===== src/scet_defines.vh =====
`ifndef SCET_DEFINES_VH
`define SCET_DEFINES_VH

// ****************************************************************
// Register word addresses (byte offsets, one aligned word each).
// ****************************************************************
`define SCET_ADDR_MODE      8'h00
`define SCET_ADDR_ALARM     8'h04
`define SCET_ADDR_VALUE     8'h08
`define SCET_ADDR_STATUS    8'h0c

// ****************************************************************
// Mode register field positions.
// ****************************************************************
`define SCET_MODE_PRES_MSB  15
`define SCET_MODE_PRES_LSB  0
`define SCET_MODE_ALARM_IRQ_ENABLE    16
`define SCET_MODE_INCIEN    17
`define SCET_MODE_RESTART   18
`define SCET_MODE_DISABLE   20
`define SCET_MODE_ONEHZ     24

// ****************************************************************
// Status register field positions.
// ****************************************************************
`define SCET_STAT_ALARM     0
`define SCET_STAT_INC       1

// ****************************************************************
// Reset values.
// ****************************************************************
`define SCET_PRES_RESET     16'h8000
`define SCET_ALARM_RESET    32'hffffffff

// ****************************************************************
// Timing: the interrupt output follows a status read after this
// many slow clock cycles.
// ****************************************************************
`define SCET_IRQ_READ_SLOW  2'h2

`endif


===== src/scet_edge_sync.v =====
`timescale 1ns/1ns

// ****************************************************************
// Two-stage synchroniser with rising edge pulse per input bit.
// ****************************************************************
module scet_edge_sync #(
    parameter WIDTH = 2                  // Number of input levels.
) (
    // Clock and reset.
    input  wire             clk_i,
    input  wire             rst_i,
    // Levels in and one-cycle rising edge pulses out.
    input  wire [WIDTH-1:0] level_i,
    output wire [WIDTH-1:0] rise_o
);

    reg [WIDTH-1:0] meta_reg;            // First stage, read only below.
    reg [WIDTH-1:0] sync_reg;            // Second stage, safe level.
    reg [WIDTH-1:0] last_reg;            // Previous safe level.

    genvar gi;

    // ************************************************************
    // One synchroniser and edge detector for each bit.
    // ************************************************************
    generate
        for (gi = 0; gi < WIDTH; gi = gi + 1) begin : g_bit
            // The first stage feeds only the second stage.
            always @(posedge clk_i) begin
                if (rst_i) begin
                    meta_reg[gi] <= 1'b0;
                    sync_reg[gi] <= 1'b0;
                    last_reg[gi] <= 1'b0;
                end else begin
                    meta_reg[gi] <= level_i[gi];
                    sync_reg[gi] <= meta_reg[gi];
                    last_reg[gi] <= sync_reg[gi];
                end
            end
            // A rise is a new high after a low.
            assign rise_o[gi] = sync_reg[gi] & ~last_reg[gi];
        end
    endgenerate

endmodule // scet_edge_sync


===== src/scet_timer.v =====
// Local design decisions: the Wishbone interface to the registers and the address map.
`timescale 1ns/1ns
`include "scet_defines.vh"

// Contract
// - Setting N above zero rolls every N ticks.
// - Setting zero rolls every 65536 ticks.
// - Setting resets to 0x8000, one second.
// - Source select zero: roll-over increments counter.
// - Source select one: 1 Hz tick increments.
// - Increment flag set on every roll-over.
// - Counter wraps from all ones to zero.
// - Alarm flag rises as counter reaches alarm+1.
// - Alarm value resets to all ones.
// - Alarm flag always drives wake-up output.
// - Interrupt gated by each flag's enable.
// - Status read returns then clears both flags.
// - Interrupt reacts two slow cycles after read.
// - Restart reloads divider and zeroes counter.
// - Disable stops timer; disable and select write-only.
module scet_timer (
    // System clock and synchronous reset.
    input  wire        clk_i,
    input  wire        rst_i,
    // Slow clock and calibrated one-second tick, sampled levels.
    input  wire        slow_clock_i,
    input  wire        one_hz_tick_i,
    // Classic Wishbone slave.
    input  wire        cyc_i,
    input  wire        stb_i,
    input  wire        we_i,
    input  wire [7:0]  adr_i,
    input  wire [3:0]  sel_i,
    input  wire [31:0] dat_i,
    output reg  [31:0] dat_o,
    output reg         ack_o,
    // Interrupt and wake-up outputs.
    output reg         irq_o,
    output reg         alarm_o
);

    // ************************************************************
    // Declarations.
    // ************************************************************
    reg  [15:0] prescale_setting_reg;    // Prescaler period setting.
    reg         alarm_irq_enable_reg;    // Alarm interrupt enable.
    reg         increment_irq_enable_reg;// Increment interrupt enable.
    reg         disable_bit_reg;         // Timer stopped when high.
    reg         one_hz_source_select_reg;// Counter source select.
    reg  [31:0] alarm_value_reg;         // Alarm compare value.
    reg  [15:0] prescale_count_reg;      // Prescaler position.
    reg  [31:0] current_count_reg;       // Elapsed-time counter.
    reg         increment_flag_reg;      // Sticky roll-over flag.
    reg         alarm_flag_reg;          // Sticky alarm flag.
    reg  [1:0]  irq_hold_reg;            // Slow cycles left to hold.

    wire [1:0]  tick_rise;               // Edge pulses from sync.
    wire        slow_tick;               // One pulse per slow cycle.
    wire        one_hz_tick;             // One pulse per second.
    wire        access;                  // New bus request this cycle.
    wire        wr_access;               // New write request.
    wire        rd_status;               // Status register read.
    wire        wr_mode;                 // Mode register write.
    wire        restart;                 // Restart requested.
    wire        running;                 // Timer not disabled.
    wire        roll_over;               // Prescaler wraps this cycle.
    wire        count_step;              // Counter advances.
    wire        alarm_hit;               // Counter steps past alarm.
    wire        irq_source;              // Enabled flag present.
    wire [31:0] wr_merged_mode;          // Mode write after lanes.
    wire [31:0] wr_merged_alarm;         // Alarm write after lanes.
    wire [31:0] mode_image;              // Mode readback.
    reg  [31:0] rd_data;                 // Read mux result.

    // ************************************************************
    // Input synchronisers for slow clock and one-second tick.
    // ************************************************************
    scet_edge_sync #(
        .WIDTH   (2)
    ) u_sync (
        .clk_i   (clk_i),
        .rst_i   (rst_i),
        .level_i ({one_hz_tick_i, slow_clock_i}),
        .rise_o  (tick_rise)
    );

    assign slow_tick   = tick_rise[0];
    assign one_hz_tick = tick_rise[1];

    // ************************************************************
    // Bus decode; a request is served once, in its first cycle.
    // ************************************************************
    assign access    = cyc_i & stb_i & ~ack_o;
    assign wr_access = access & we_i;
    assign rd_status = access & ~we_i & (adr_i == `SCET_ADDR_STATUS);
    assign wr_mode   = wr_access & (adr_i == `SCET_ADDR_MODE);

    // Byte lanes merge the write data with the current contents.
    genvar gl;
    generate
        for (gl = 0; gl < 4; gl = gl + 1) begin : g_lane
            assign wr_merged_mode[gl*8+7:gl*8] = sel_i[gl] ?
                dat_i[gl*8+7:gl*8] : mode_image[gl*8+7:gl*8];
            assign wr_merged_alarm[gl*8+7:gl*8] = sel_i[gl] ?
                dat_i[gl*8+7:gl*8] : alarm_value_reg[gl*8+7:gl*8];
        end
    endgenerate

    // Restart and write-only bits read back as zero.
    assign mode_image = {14'h0000,
                         increment_irq_enable_reg,
                         alarm_irq_enable_reg,
                         prescale_setting_reg};

    // Restart acts only when its lane is enabled and written one.
    assign restart = wr_mode & sel_i[2] & dat_i[`SCET_MODE_RESTART];

    // ************************************************************
    // Prescaler and counter stepping.
    // ************************************************************
    assign running = ~disable_bit_reg;
    // Setting minus one wraps to all ones, so zero gives 65536.
    assign roll_over = running & slow_tick &
        (prescale_count_reg == prescale_setting_reg - 16'h0001);
    assign count_step = running &
        (one_hz_source_select_reg ? one_hz_tick : roll_over);
    assign alarm_hit = count_step &
        (current_count_reg == alarm_value_reg);

    // ************************************************************
    // Mode and alarm registers written by software.
    // ************************************************************
    always @(posedge clk_i) begin
        if (rst_i) begin
            prescale_setting_reg     <= `SCET_PRES_RESET;
            alarm_irq_enable_reg     <= 1'b0;
            increment_irq_enable_reg <= 1'b0;
            disable_bit_reg          <= 1'b0;
            one_hz_source_select_reg <= 1'b0;
            alarm_value_reg          <= `SCET_ALARM_RESET;
        end else begin
            // Mode write updates setting, enables and controls.
            if (wr_mode) begin
                prescale_setting_reg <=
                    wr_merged_mode[`SCET_MODE_PRES_MSB:`SCET_MODE_PRES_LSB];
                alarm_irq_enable_reg <= wr_merged_mode[`SCET_MODE_ALARM_IRQ_ENABLE];
                increment_irq_enable_reg <=
                    wr_merged_mode[`SCET_MODE_INCIEN];
                // Write-only bits change only when their lane is sent.
                if (sel_i[2]) begin
                    disable_bit_reg <= dat_i[`SCET_MODE_DISABLE];
                end
                if (sel_i[3]) begin
                    one_hz_source_select_reg <= dat_i[`SCET_MODE_ONEHZ];
                end
            end
            // Alarm write takes the merged lanes.
            if (wr_access && adr_i == `SCET_ADDR_ALARM) begin
                alarm_value_reg <= wr_merged_alarm;
            end
        end
    end

    // ************************************************************
    // Prescaler position and elapsed-time counter.
    // ************************************************************
    always @(posedge clk_i) begin
        if (rst_i) begin
            prescale_count_reg <= 16'h0000;
            current_count_reg  <= 32'h00000000;
        end else if (restart) begin
            // Divider restarts with the new setting, counter clears.
            prescale_count_reg <= 16'h0000;
            current_count_reg  <= 32'h00000000;
        end else begin
            // The divider holds while disabled.
            if (roll_over) begin
                prescale_count_reg <= 16'h0000;
            end else if (running && slow_tick) begin
                prescale_count_reg <= prescale_count_reg + 16'h0001;
            end
            // Natural 32-bit wrap from all ones to zero.
            if (count_step) begin
                current_count_reg <= current_count_reg + 32'h00000001;
            end
        end
    end

    // ************************************************************
    // Sticky event flags, cleared by a status read.
    // ************************************************************
    always @(posedge clk_i) begin
        if (rst_i) begin
            increment_flag_reg <= 1'b0;
            alarm_flag_reg     <= 1'b0;
        end else begin
            // A set in the read cycle wins over the clear.
            if (roll_over) begin
                increment_flag_reg <= 1'b1;
            end else if (rd_status) begin
                increment_flag_reg <= 1'b0;
            end
            if (alarm_hit) begin
                alarm_flag_reg <= 1'b1;
            end else if (rd_status) begin
                alarm_flag_reg <= 1'b0;
            end
        end
    end

    // ************************************************************
    // Interrupt and wake-up outputs.
    // ************************************************************
    assign irq_source = (alarm_flag_reg & alarm_irq_enable_reg) |
        (increment_flag_reg & increment_irq_enable_reg);

    always @(posedge clk_i) begin
        if (rst_i) begin
            irq_o        <= 1'b0;
            alarm_o      <= 1'b0;
            irq_hold_reg <= 2'h0;
        end else begin
            // Wake-up follows the alarm flag regardless of enables.
            alarm_o <= alarm_flag_reg;
            if (rd_status) begin
                // Freeze the interrupt for two slow cycles.
                irq_hold_reg <= `SCET_IRQ_READ_SLOW;
            end else if (irq_hold_reg != 2'h0) begin
                if (slow_tick) begin
                    irq_hold_reg <= irq_hold_reg - 2'h1;
                end
            end else begin
                irq_o <= irq_source;
            end
        end
    end

    // ************************************************************
    // Read multiplexer; unmapped addresses read as zero.
    // ************************************************************
    always @* begin
        rd_data = 32'h00000000;
        case (adr_i)
            `SCET_ADDR_MODE: begin
                rd_data = mode_image;
            end
            `SCET_ADDR_ALARM: begin
                rd_data = alarm_value_reg;
            end
            `SCET_ADDR_VALUE: begin
                rd_data = current_count_reg;
            end
            `SCET_ADDR_STATUS: begin
                rd_data[`SCET_STAT_ALARM] = alarm_flag_reg;
                rd_data[`SCET_STAT_INC]   = increment_flag_reg;
            end
            default: begin
                rd_data = 32'h00000000;
            end
        endcase
    end

    // ************************************************************
    // Acknowledge and read data, one cycle after the request.
    // ************************************************************
    always @(posedge clk_i) begin
        if (rst_i) begin
            ack_o <= 1'b0;
            dat_o <= 32'h00000000;
        end else begin
            // Every address is answered; writes elsewhere are dropped.
            ack_o <= access;
            if (access && !we_i) begin
                dat_o <= rd_data;
            end
        end
    end

endmodule // scet_timer


===== config.mk =====
export PLATFORM = sky130hd
export DESIGN_NAME = scet_timer
export DESIGN_NICKNAME = d
export VERILOG_FILES = /design/src/scet_edge_sync.v /design/src/scet_timer.v
export VERILOG_INCLUDE_DIRS = /design/src /design/src/src
export SDC_FILE = /design/constraint.sdc
export NUM_CORES = 1
export LEC_CHECK = 0
export ABC_AREA = 1
export BUFFER_PORTS_ARGS = -buffer_cell sky130_fd_sc_hd__clkbuf_2
export CAP_MARGIN = 5
export CELL_PAD_IN_SITES_DETAIL_PLACEMENT = 2
export CELL_PAD_IN_SITES_GLOBAL_PLACEMENT = 2
export CORE_MARGIN = 10
export CORE_UTILIZATION = 36
export DETAILED_ROUTE_END_ITERATION = 8
export PLACE_DENSITY_LB_ADDON = 0.1
export SYNTH_ARGS = -nofsm -noshare
export SYNTH_HDL_FRONTEND = slang
export SYNTH_SLANG_ARGS = --single-unit

===== constraint.sdc =====
create_clock -name clk_i -period 3.7 [get_ports clk_i]
set_input_delay 0.74 -clock clk_i [delete_from_list [all_inputs] [get_ports clk_i]]
set_output_delay 0.74 -clock clk_i [all_outputs]
set_load 0.005 [all_outputs]

==> run_results.csv, run 1 <==
group,metric,value,unit
place,dpl_cell_area,8240,um2
timing,fin_crit,2.63,ns
timing,finalHoldViolCount,0,
critical_path,crit_family,"simple AND/OR/NAND/NOR gates",
logic_synthesis,synth_compound_area_share,15.1,%
clock_tree,cts_setup_buffers,0,
finish,drive_above_1_share,13.7,%
timing,fin_crit_sh,71.0,%
die,dieArea,27500,um2
clock_tree,htree_levels,4,
logic_synthesis,yosysTopAreaCell,"dfxtp_1",
place,dp_hpwl,23.3,mm
critical_path,r2r_end,"current_count_reg[29]",
critical_path,criticalPathCategory,"flop to flop",
place,routabilityCongestion,0.841,
logic_synthesis,synth_top_family_by_area,"simple AND/OR/NAND/NOR gates",
die,die_h,166,um
global_route,grt_pass1_vias,8526,
place,io_buffers,85,
worst_hold_path,hp-class,"flop to flop",
timing,timing.hold.ws,0.407,ns
logic_synthesis,yosysWarnings,0,
clock_tree,cts-hold-fix-buffers,0,
finish,nNetsFinal,1215,
critical_path,max_stage_delay,0.41,ns
logic_synthesis,synth_fp_nets,1149,
global_route,overflow,0,
logic_synthesis,synth_top_cell_area_share,38.0,%
global_route,busiest_layer,"met2",
logic_synthesis,synthTopCellsByArea,"dfxtp_1 38%, nand2_1 14%, xor2_1 6.3%",
power_and_ir_drop,pwr-share-clk,50.8,%
logic_synthesis,synthXorXnorAreaFrac,7.67,%
finish,fillers,2532,
power_and_ir_drop,p_per_area,387,nW/um2
critical_path,rr_startpoint,"prescale_setting_reg[0]",
clock_tree,cts-resized-gates,0,
timing,final.setup.tns,0,ns
timing,finalSetupViolCount,0,
logic_synthesis,synthFlopType,"dfxtp_1",
logic_synthesis,synth_seq_cells,145,
detailed_routing,drt_first_pass_iters,5,
timing,clock.fmax,0.381,GHz
worst_hold_path,hold_path.startpoint,"u_sync.meta_reg[1]",
die,start_util,36.5,%
logic_synthesis,synth-edff-count,0,
detailed_routing,wirelength,30.9,mm
critical_path,crit_fanout,33,
critical_path,crit_path_frequent_cell,"nand3_1",
power_and_ir_drop,seq_power_share,46.0,%
clock_tree,path_clk_slew,0.07,ns
clock_tree,cts_buffer_depth,2,
power_and_ir_drop,swShare,24.6,%
global_route,grt_start_max_net_pins,50,
logic_synthesis,yosysUniqueCellTypes,42,
power_and_ir_drop,p_leak,0.00351,uW
outcome,status,"finished clean",
logic_synthesis,synthAdderAreaFrac,0.655,%
die,design.core.area,21000,um2
global_route,grt_pass1_wl,49.0,mm
logic_synthesis,yosys.area_share.simple,29.4,%
logic_synthesis,synth_area,7650,um2
timing,rsz0062_at_grt,"no",
timing,slew_headroom,41.1,%
global_route,antenna_found_initial,0,
detailed_routing,via_per_inst,5.38,
finish,fin_area,8820,um2
logic_synthesis,synth.avg_cell_area,6.99,um2
detailed_routing,drc,0,
critical_path,critical_path_arrival,2.98,ns
die,ios,86,
critical_path,startpoint_type,"flop",
power_and_ir_drop,p_comb_share,3.2,%
die,rows,53,
detailed_routing,wl_per_cell,21.4,um
finish,num_antenna_cells,0,
timing,maxSlewViolCount,0,
clock_tree,cts.sinks,145,
worst_hold_path,min_to,"u_sync.sync_reg[1]",
critical_path,cp-end-kind,"flop",
detailed_routing,ant_nets,0,
critical_path,crit_path_start,"prescale_setting_reg[0]",
worst_hold_path,min_path_cells,2,
logic_synthesis,syn_inst,1094,
finish,area_growth,15.3,%
global_route,grt_util_all_layers,22.1,%
die,fp.dieW,166,um
clock_tree,cts_tree,"yes",
clock_tree,clk-insertion-delay-late,0.44,ns
power_and_ir_drop,ir_drop,0.275,mV
power_and_ir_drop,total_power,3410,uW
clock_tree,root_buffer,"clkbuf_16",
logic_synthesis,muxShareOfSynthArea,0,%
global_route,use_met1,28.5,%
critical_path,r2r_cells,14,
detailed_routing,drt_iter0_markers,520,
run,maxCapViolCount,0,
critical_path,cp_cell_sequence,"inv_2 > ha_1 > nand2_1 > inv_1 > nor2_1 > nand3_1 > nor2_1 > nand3_1 > nor2_2 > nand2_2 > o21bai_4 > buf_4 > nand3_1 > a21oi_1",
critical_path,path_buf_inv,3,
global_route,grtUsageMet3,3.43,%
timing,worst_slew_pin_slew,0.883,ns
clock_tree,numCtsBuffers,17,
power_and_ir_drop,switchingPower,840,uW
logic_synthesis,ys_async_sr_fraction,0,%
global_route,use_met2,37.6,%
critical_path,cp.required,4.05,ns
critical_path,ff2ff_setup_slack,1.07,ns
critical_path,slowest_stage,"buf_4",
logic_synthesis,ys_seq_area_share,38.0,%
power_and_ir_drop,p_int,2570,uW
timing,fin_skew,0.0149,ns
detailed_routing,num_vias,7796,
## placed cells by master (no fill, tap or decap), types with 4 or more instances in the layout
master / netlist / final
a21oi_1: 89 / 89
buf_4: 2 / 12
clkbuf_16: 0 / 17
clkbuf_2: 0 / 85
clkinv_4: 0 / 4
dfxtp_1: 145 / 145
ha_1: 4 / 4
inv_1: 112 / 112
inv_6: 0 / 5
nand2_1: 275 / 275
nand2_2: 6 / 6
nand3_1: 75 / 75
nand3_2: 5 / 5
nand4_1: 16 / 16
nor2_1: 87 / 85
nor2_2: 6 / 8
nor3_1: 25 / 25
nor4_1: 11 / 11
o211ai_1: 22 / 22
o21ai_0: 33 / 33
o221ai_1: 7 / 7
o22ai_1: 31 / 31
xnor2_1: 12 / 12
xor2_1: 55 / 55
## synthesized netlist by cell type (2+ instances only)
library cell	count
nand3_1	75
a21oi_1	89
nor3_1	25
nand2_1	275
inv_1	112
o21bai_1	2
buf_4	2
nand3_2	5
nor4_1	11
nand3b_1	3
nand2_2	6
o21ai_0	33
o2111ai_1	2
ha_1	4
buf_6	7
nand4_1	16
o221ai_1	7
clkbuf_4	2
o21ai_2	3
o21ai_1	3
nor2_2	6
o211ai_1	22
o22ai_1	31
buf_2	4
nor2_1	87
clkbuf_1	34
xnor2_1	12
xor2_1	55
dfxtp_1	145
inv_2	3
nor3_2	2
## worst max-delay path by stage
stage	endpoint	slack [ns]	cells after the start
after global placement	increment_flag_reg	1.01	11
after global routing	current_count_reg[29]	0.75	14
after CTS	current_count_reg[29]	1.08	14
after detailed placement	alarm_value_reg[10]	0.93	12
after floorplan	prescale_count_reg[12]	1.45	9
final	current_count_reg[29]	1.07	14
## metal layers
metal,wire [um],vias to the layer above
met2,14900,177
met5,0,-
met3,1450,37
met4,555,0
met1,14100,3860
li1,-,3722
## layout make-up
class | instances | area, um2 | area share [%]
multi-input combinational | 783 | 4040 | 45.8
sequential | 145 | 2900 | 32.9
timing repair buffer | 97 | 515 | 5.85
clock buffer | 19 | 453 | 5.14
inverter | 116 | 435 | 4.94
tap | 275 | 344 | 3.90
clock inverter | 13 | 124 | 1.40
## worst reg2reg max path, stage by stage, from the launching register on
cell      delay [ns]
dfxtp_1         0.39
inv_2           0.09
ha_1            0.32
nand2_1         0.08
inv_1           0.04
nor2_1          0.09
nand3_1         0.08
nor2_1          0.15
nand3_1         0.12
nor2_2          0.11
nand2_2         0.10
o21bai_4        0.18
buf_4           0.41
nand3_1         0.19
a21oi_1         0.20
## logic make-up (layout without fill, tap and decap cells)
group / after synthesis / after routing
compound gates: 197 / 197
xor+xnor: 67 / 67
fa+ha+maj: 4 / 4
buf+inv: 166 / 245
flops: 145 / 145
simple gates: 515 / 515
## power by group through the flow
stage                     combinational, uW  clock (uW)  sequential [uW]
final                                   110        1730             1570
after global placement                  107           0             1600
after CTS                               111        1760             1570
after detailed placement                109           0             1600
after global routing                    121        1820             1570
after floorplan                        49.3           0             1600
## metrics by stage
stage / setup slack (ns) / instances / utilization, %
finish: 1.07 / 1448 / 42.1
detailed placement: 0.932 / 1416 / 39.3
CTS: 1.08 / 1448 / 42.1
global placement: 1.01 / 1416 / 39.3
global route: 0.753 / 1448 / 42.1
floorplan: 1.45 / 1094 / -
Power figures use the tool's default switching activity.
==> run 2, diff against run 1 <==
Settings changed: CORE_UTILIZATION 36 to 30.
Clock period 3.7 ns to 2.3 ns, I/O delays scaled along.
==> run_results.csv, run 2 (synthesis results as in run 1) <==
group,metric,value,unit
power_and_ir_drop,seq_power_share,45.8,%
power_and_ir_drop,ir_drop,0.364,mV
critical_path,crit_path_start,"prescale_setting_reg[1]",
finish,fin_area,9470,um2
timing,fin_crit,2.18,ns
place,io_buffers,85,
global_route,grt_pass1_vias,8537,
die,die_h,180,um
critical_path,r2r_end,"current_count_reg[17]",
die,design.core.area,25100,um2
timing,final.setup.tns,0,ns
timing,clock.fmax,0.458,GHz
clock_tree,htree_levels,4,
power_and_ir_drop,p_per_area,581,nW/um2
power_and_ir_drop,switchingPower,1390,uW
die,dieArea,32300,um2
finish,final_common_cell,"nand2_1",
die,ios,86,
detailed_routing,wl_per_cell,21.3,um
global_route,grt_pass1_wl,51.1,mm
critical_path,endpoint,"current_count_reg[17]",
global_route,grt_util_all_layers,19.8,%
die,rows,58,
clock_tree,path_clk_slew,0.07,ns
critical_path,max_stage_delay,0.36,ns
critical_path,criticalPathCategory,"flop to flop",
finish,nNetsFinal,1258,
finish,drive_above_1_share,19.4,%
timing,finalSetupViolCount,0,
critical_path,cp-end-kind,"flop",
power_and_ir_drop,swShare,25.3,%
global_route,overflow,0,
outcome,status,"finished clean",
timing,maxSlewViolCount,0,
clock_tree,cts_buffer_depth,2,
clock_tree,cts_tree,"yes",
detailed_routing,drt_first_pass_iters,5,
critical_path,critical_path_arrival,2.53,ns
power_and_ir_drop,pwr-share-clk,50.7,%
critical_path,crit_path_frequent_cell,"nor2_2",
clock_tree,cts.sinks,145,
global_route,antenna_found_initial,0,
finish,area_growth,23.9,%
clock_tree,numCtsBuffers,17,
power_and_ir_drop,p_int,4110,uW
timing,timing.hold.ws,0.207,ns
critical_path,rr_startpoint,"prescale_setting_reg[1]",
detailed_routing,drc,0,
place,routabilityCongestion,0.838,
clock_tree,root_buffer,"clkbuf_16",
critical_path,ff2ff_setup_slack,0.12,ns
worst_hold_path,hp-class,"input port to flop",
detailed_routing,drt_iter0_markers,400,
finish,final_cell_mix,"273 x nand2_1, 142 x dfxtp_1, 111 x inv_1",
place,dp_hpwl,25.1,mm
timing,fin_crit_sh,94.9,%
clock_tree,clk-insertion-delay-late,0.45,ns
detailed_routing,ant_nets,0,
power_and_ir_drop,p_comb_share,3.5,%
global_route,grt_start_max_net_pins,43,
critical_path,crit_fanout,9,
critical_path,slowest_stage,"dfxtp_2",
place,dpl_cell_area,8640,um2
timing,finalHoldViolCount,0,
power_and_ir_drop,p_leak,0.00376,uW
detailed_routing,num_vias,7950,
timing,worst_slew_pin_slew,0.820,ns
detailed_routing,wirelength,33.0,mm
die,start_util,30.5,%
die,fp.dieW,180,um
critical_path,cp_cell_sequence,"inv_4 > ha_4 > nand2_1 > inv_1 > nor2_2 > nand3_2 > nor2_2 > nand3_2 > nor2_2 > nand2_2 > o21bai_4 > buf_12 > buf_12 > nand3_1 > a21oi_1",
critical_path,r2r_cells,15,
finish,num_antenna_cells,0,
critical_path,cp.required,2.65,ns
detailed_routing,via_per_inst,5.14,
timing,fin_skew,0.0203,ns
timing,slew_headroom,45.3,%
critical_path,startpoint_type,"flop",
clock_tree,cts-hold-fix-buffers,0,
run,maxCapViolCount,0,
==> run 2: cell types whose count changed in the layout (fill, tap and decap cells not counted), sizes merged <==
cell and delta:
buf +40, clkinvlp +3, clkinv -2, clkbuf +1, nand2 +1
==> run 2: how the worst min path moves through the flow <==
stage / startpoint / depth (start not counted) / endpoint / slack, ns
final: slow_clock_i / 3 / u_sync.meta_reg[0] / 0.21
after detailed placement: u_sync.meta_reg[0] / 2 / u_sync.sync_reg[0] / 0.41
after floorplan: u_sync.meta_reg[0] / 2 / u_sync.sync_reg[0] / 0.39
after global routing: slow_clock_i / 3 / u_sync.meta_reg[0] / 0.22
after CTS: slow_clock_i / 3 / u_sync.meta_reg[0] / 0.20
after global placement: u_sync.meta_reg[0] / 2 / u_sync.sync_reg[0] / 0.39
==> run 2: metal layers <==
layer | vias up | share of wire (%) | global-route usage, % | routed length, um
li1 | 3833 | - | - | -
met3 | 30 | 2.7 | 2.61 | 897
met5 | - | 0 | 0 | 0
met4 | 0 | 1.3 | 4.40 | 429
met2 | 121 | 49 | 33.6 | 16100
met1 | 3966 | 47 | 26.1 | 15600
==> run 2: repair_timing <==
| action | CTS | global route |
|---|---|---|
| pin swaps | 2 | 8 |
| endpoints found under the setup margin | 32 | 34 |
| gates cloned | 1 | 3 |
| resized for setup | 10 | 31 |
| buffers inserted | 1 | 0 |
==> run 2: critical path, delay by kind of cell (launching register included) <==
family / cells / cell delay [ns]
simple gates: 8 / 0.76
buf+inv: 4 / 0.43
flops: 1 / 0.36
compound gates: 2 / 0.32
fa+ha+maj: 1 / 0.21
==> run 2: final cells by class <==
type	instances	area (um2)
Fill cell	3015	15600
Timing Repair Buffer	139	948
Multi-Input combinational cell	784	4200
Clock buffer	18	439
Inverter	116	438
Sequential cell	145	2910
Tap cell	330	413
Clock inverter	14	129
==> run 2: stage by stage <==
step,worst slack [ns],power (uW),utilization [%],std cells
after floorplan,0.277,2660,-,1094
after global placement,0.0755,2770,34.4,1509
after detailed placement,-0.0334,2770,34.4,1509
after CTS,0.0270,5560,37.1,1543
after global routing,-0.0295,5710,37.7,1546
final,0.116,5510,37.7,1546
==> run 2: power groups by stage <==
stage               clock [uW]  combinational [uW]  sequential, uW
finish                    2790                 195            2520
global placement             0                 192            2580
global route              2970                 215            2520
CTS                       2840                 196            2520
floorplan                    0                79.4            2580
detailed placement           0                 195            2580
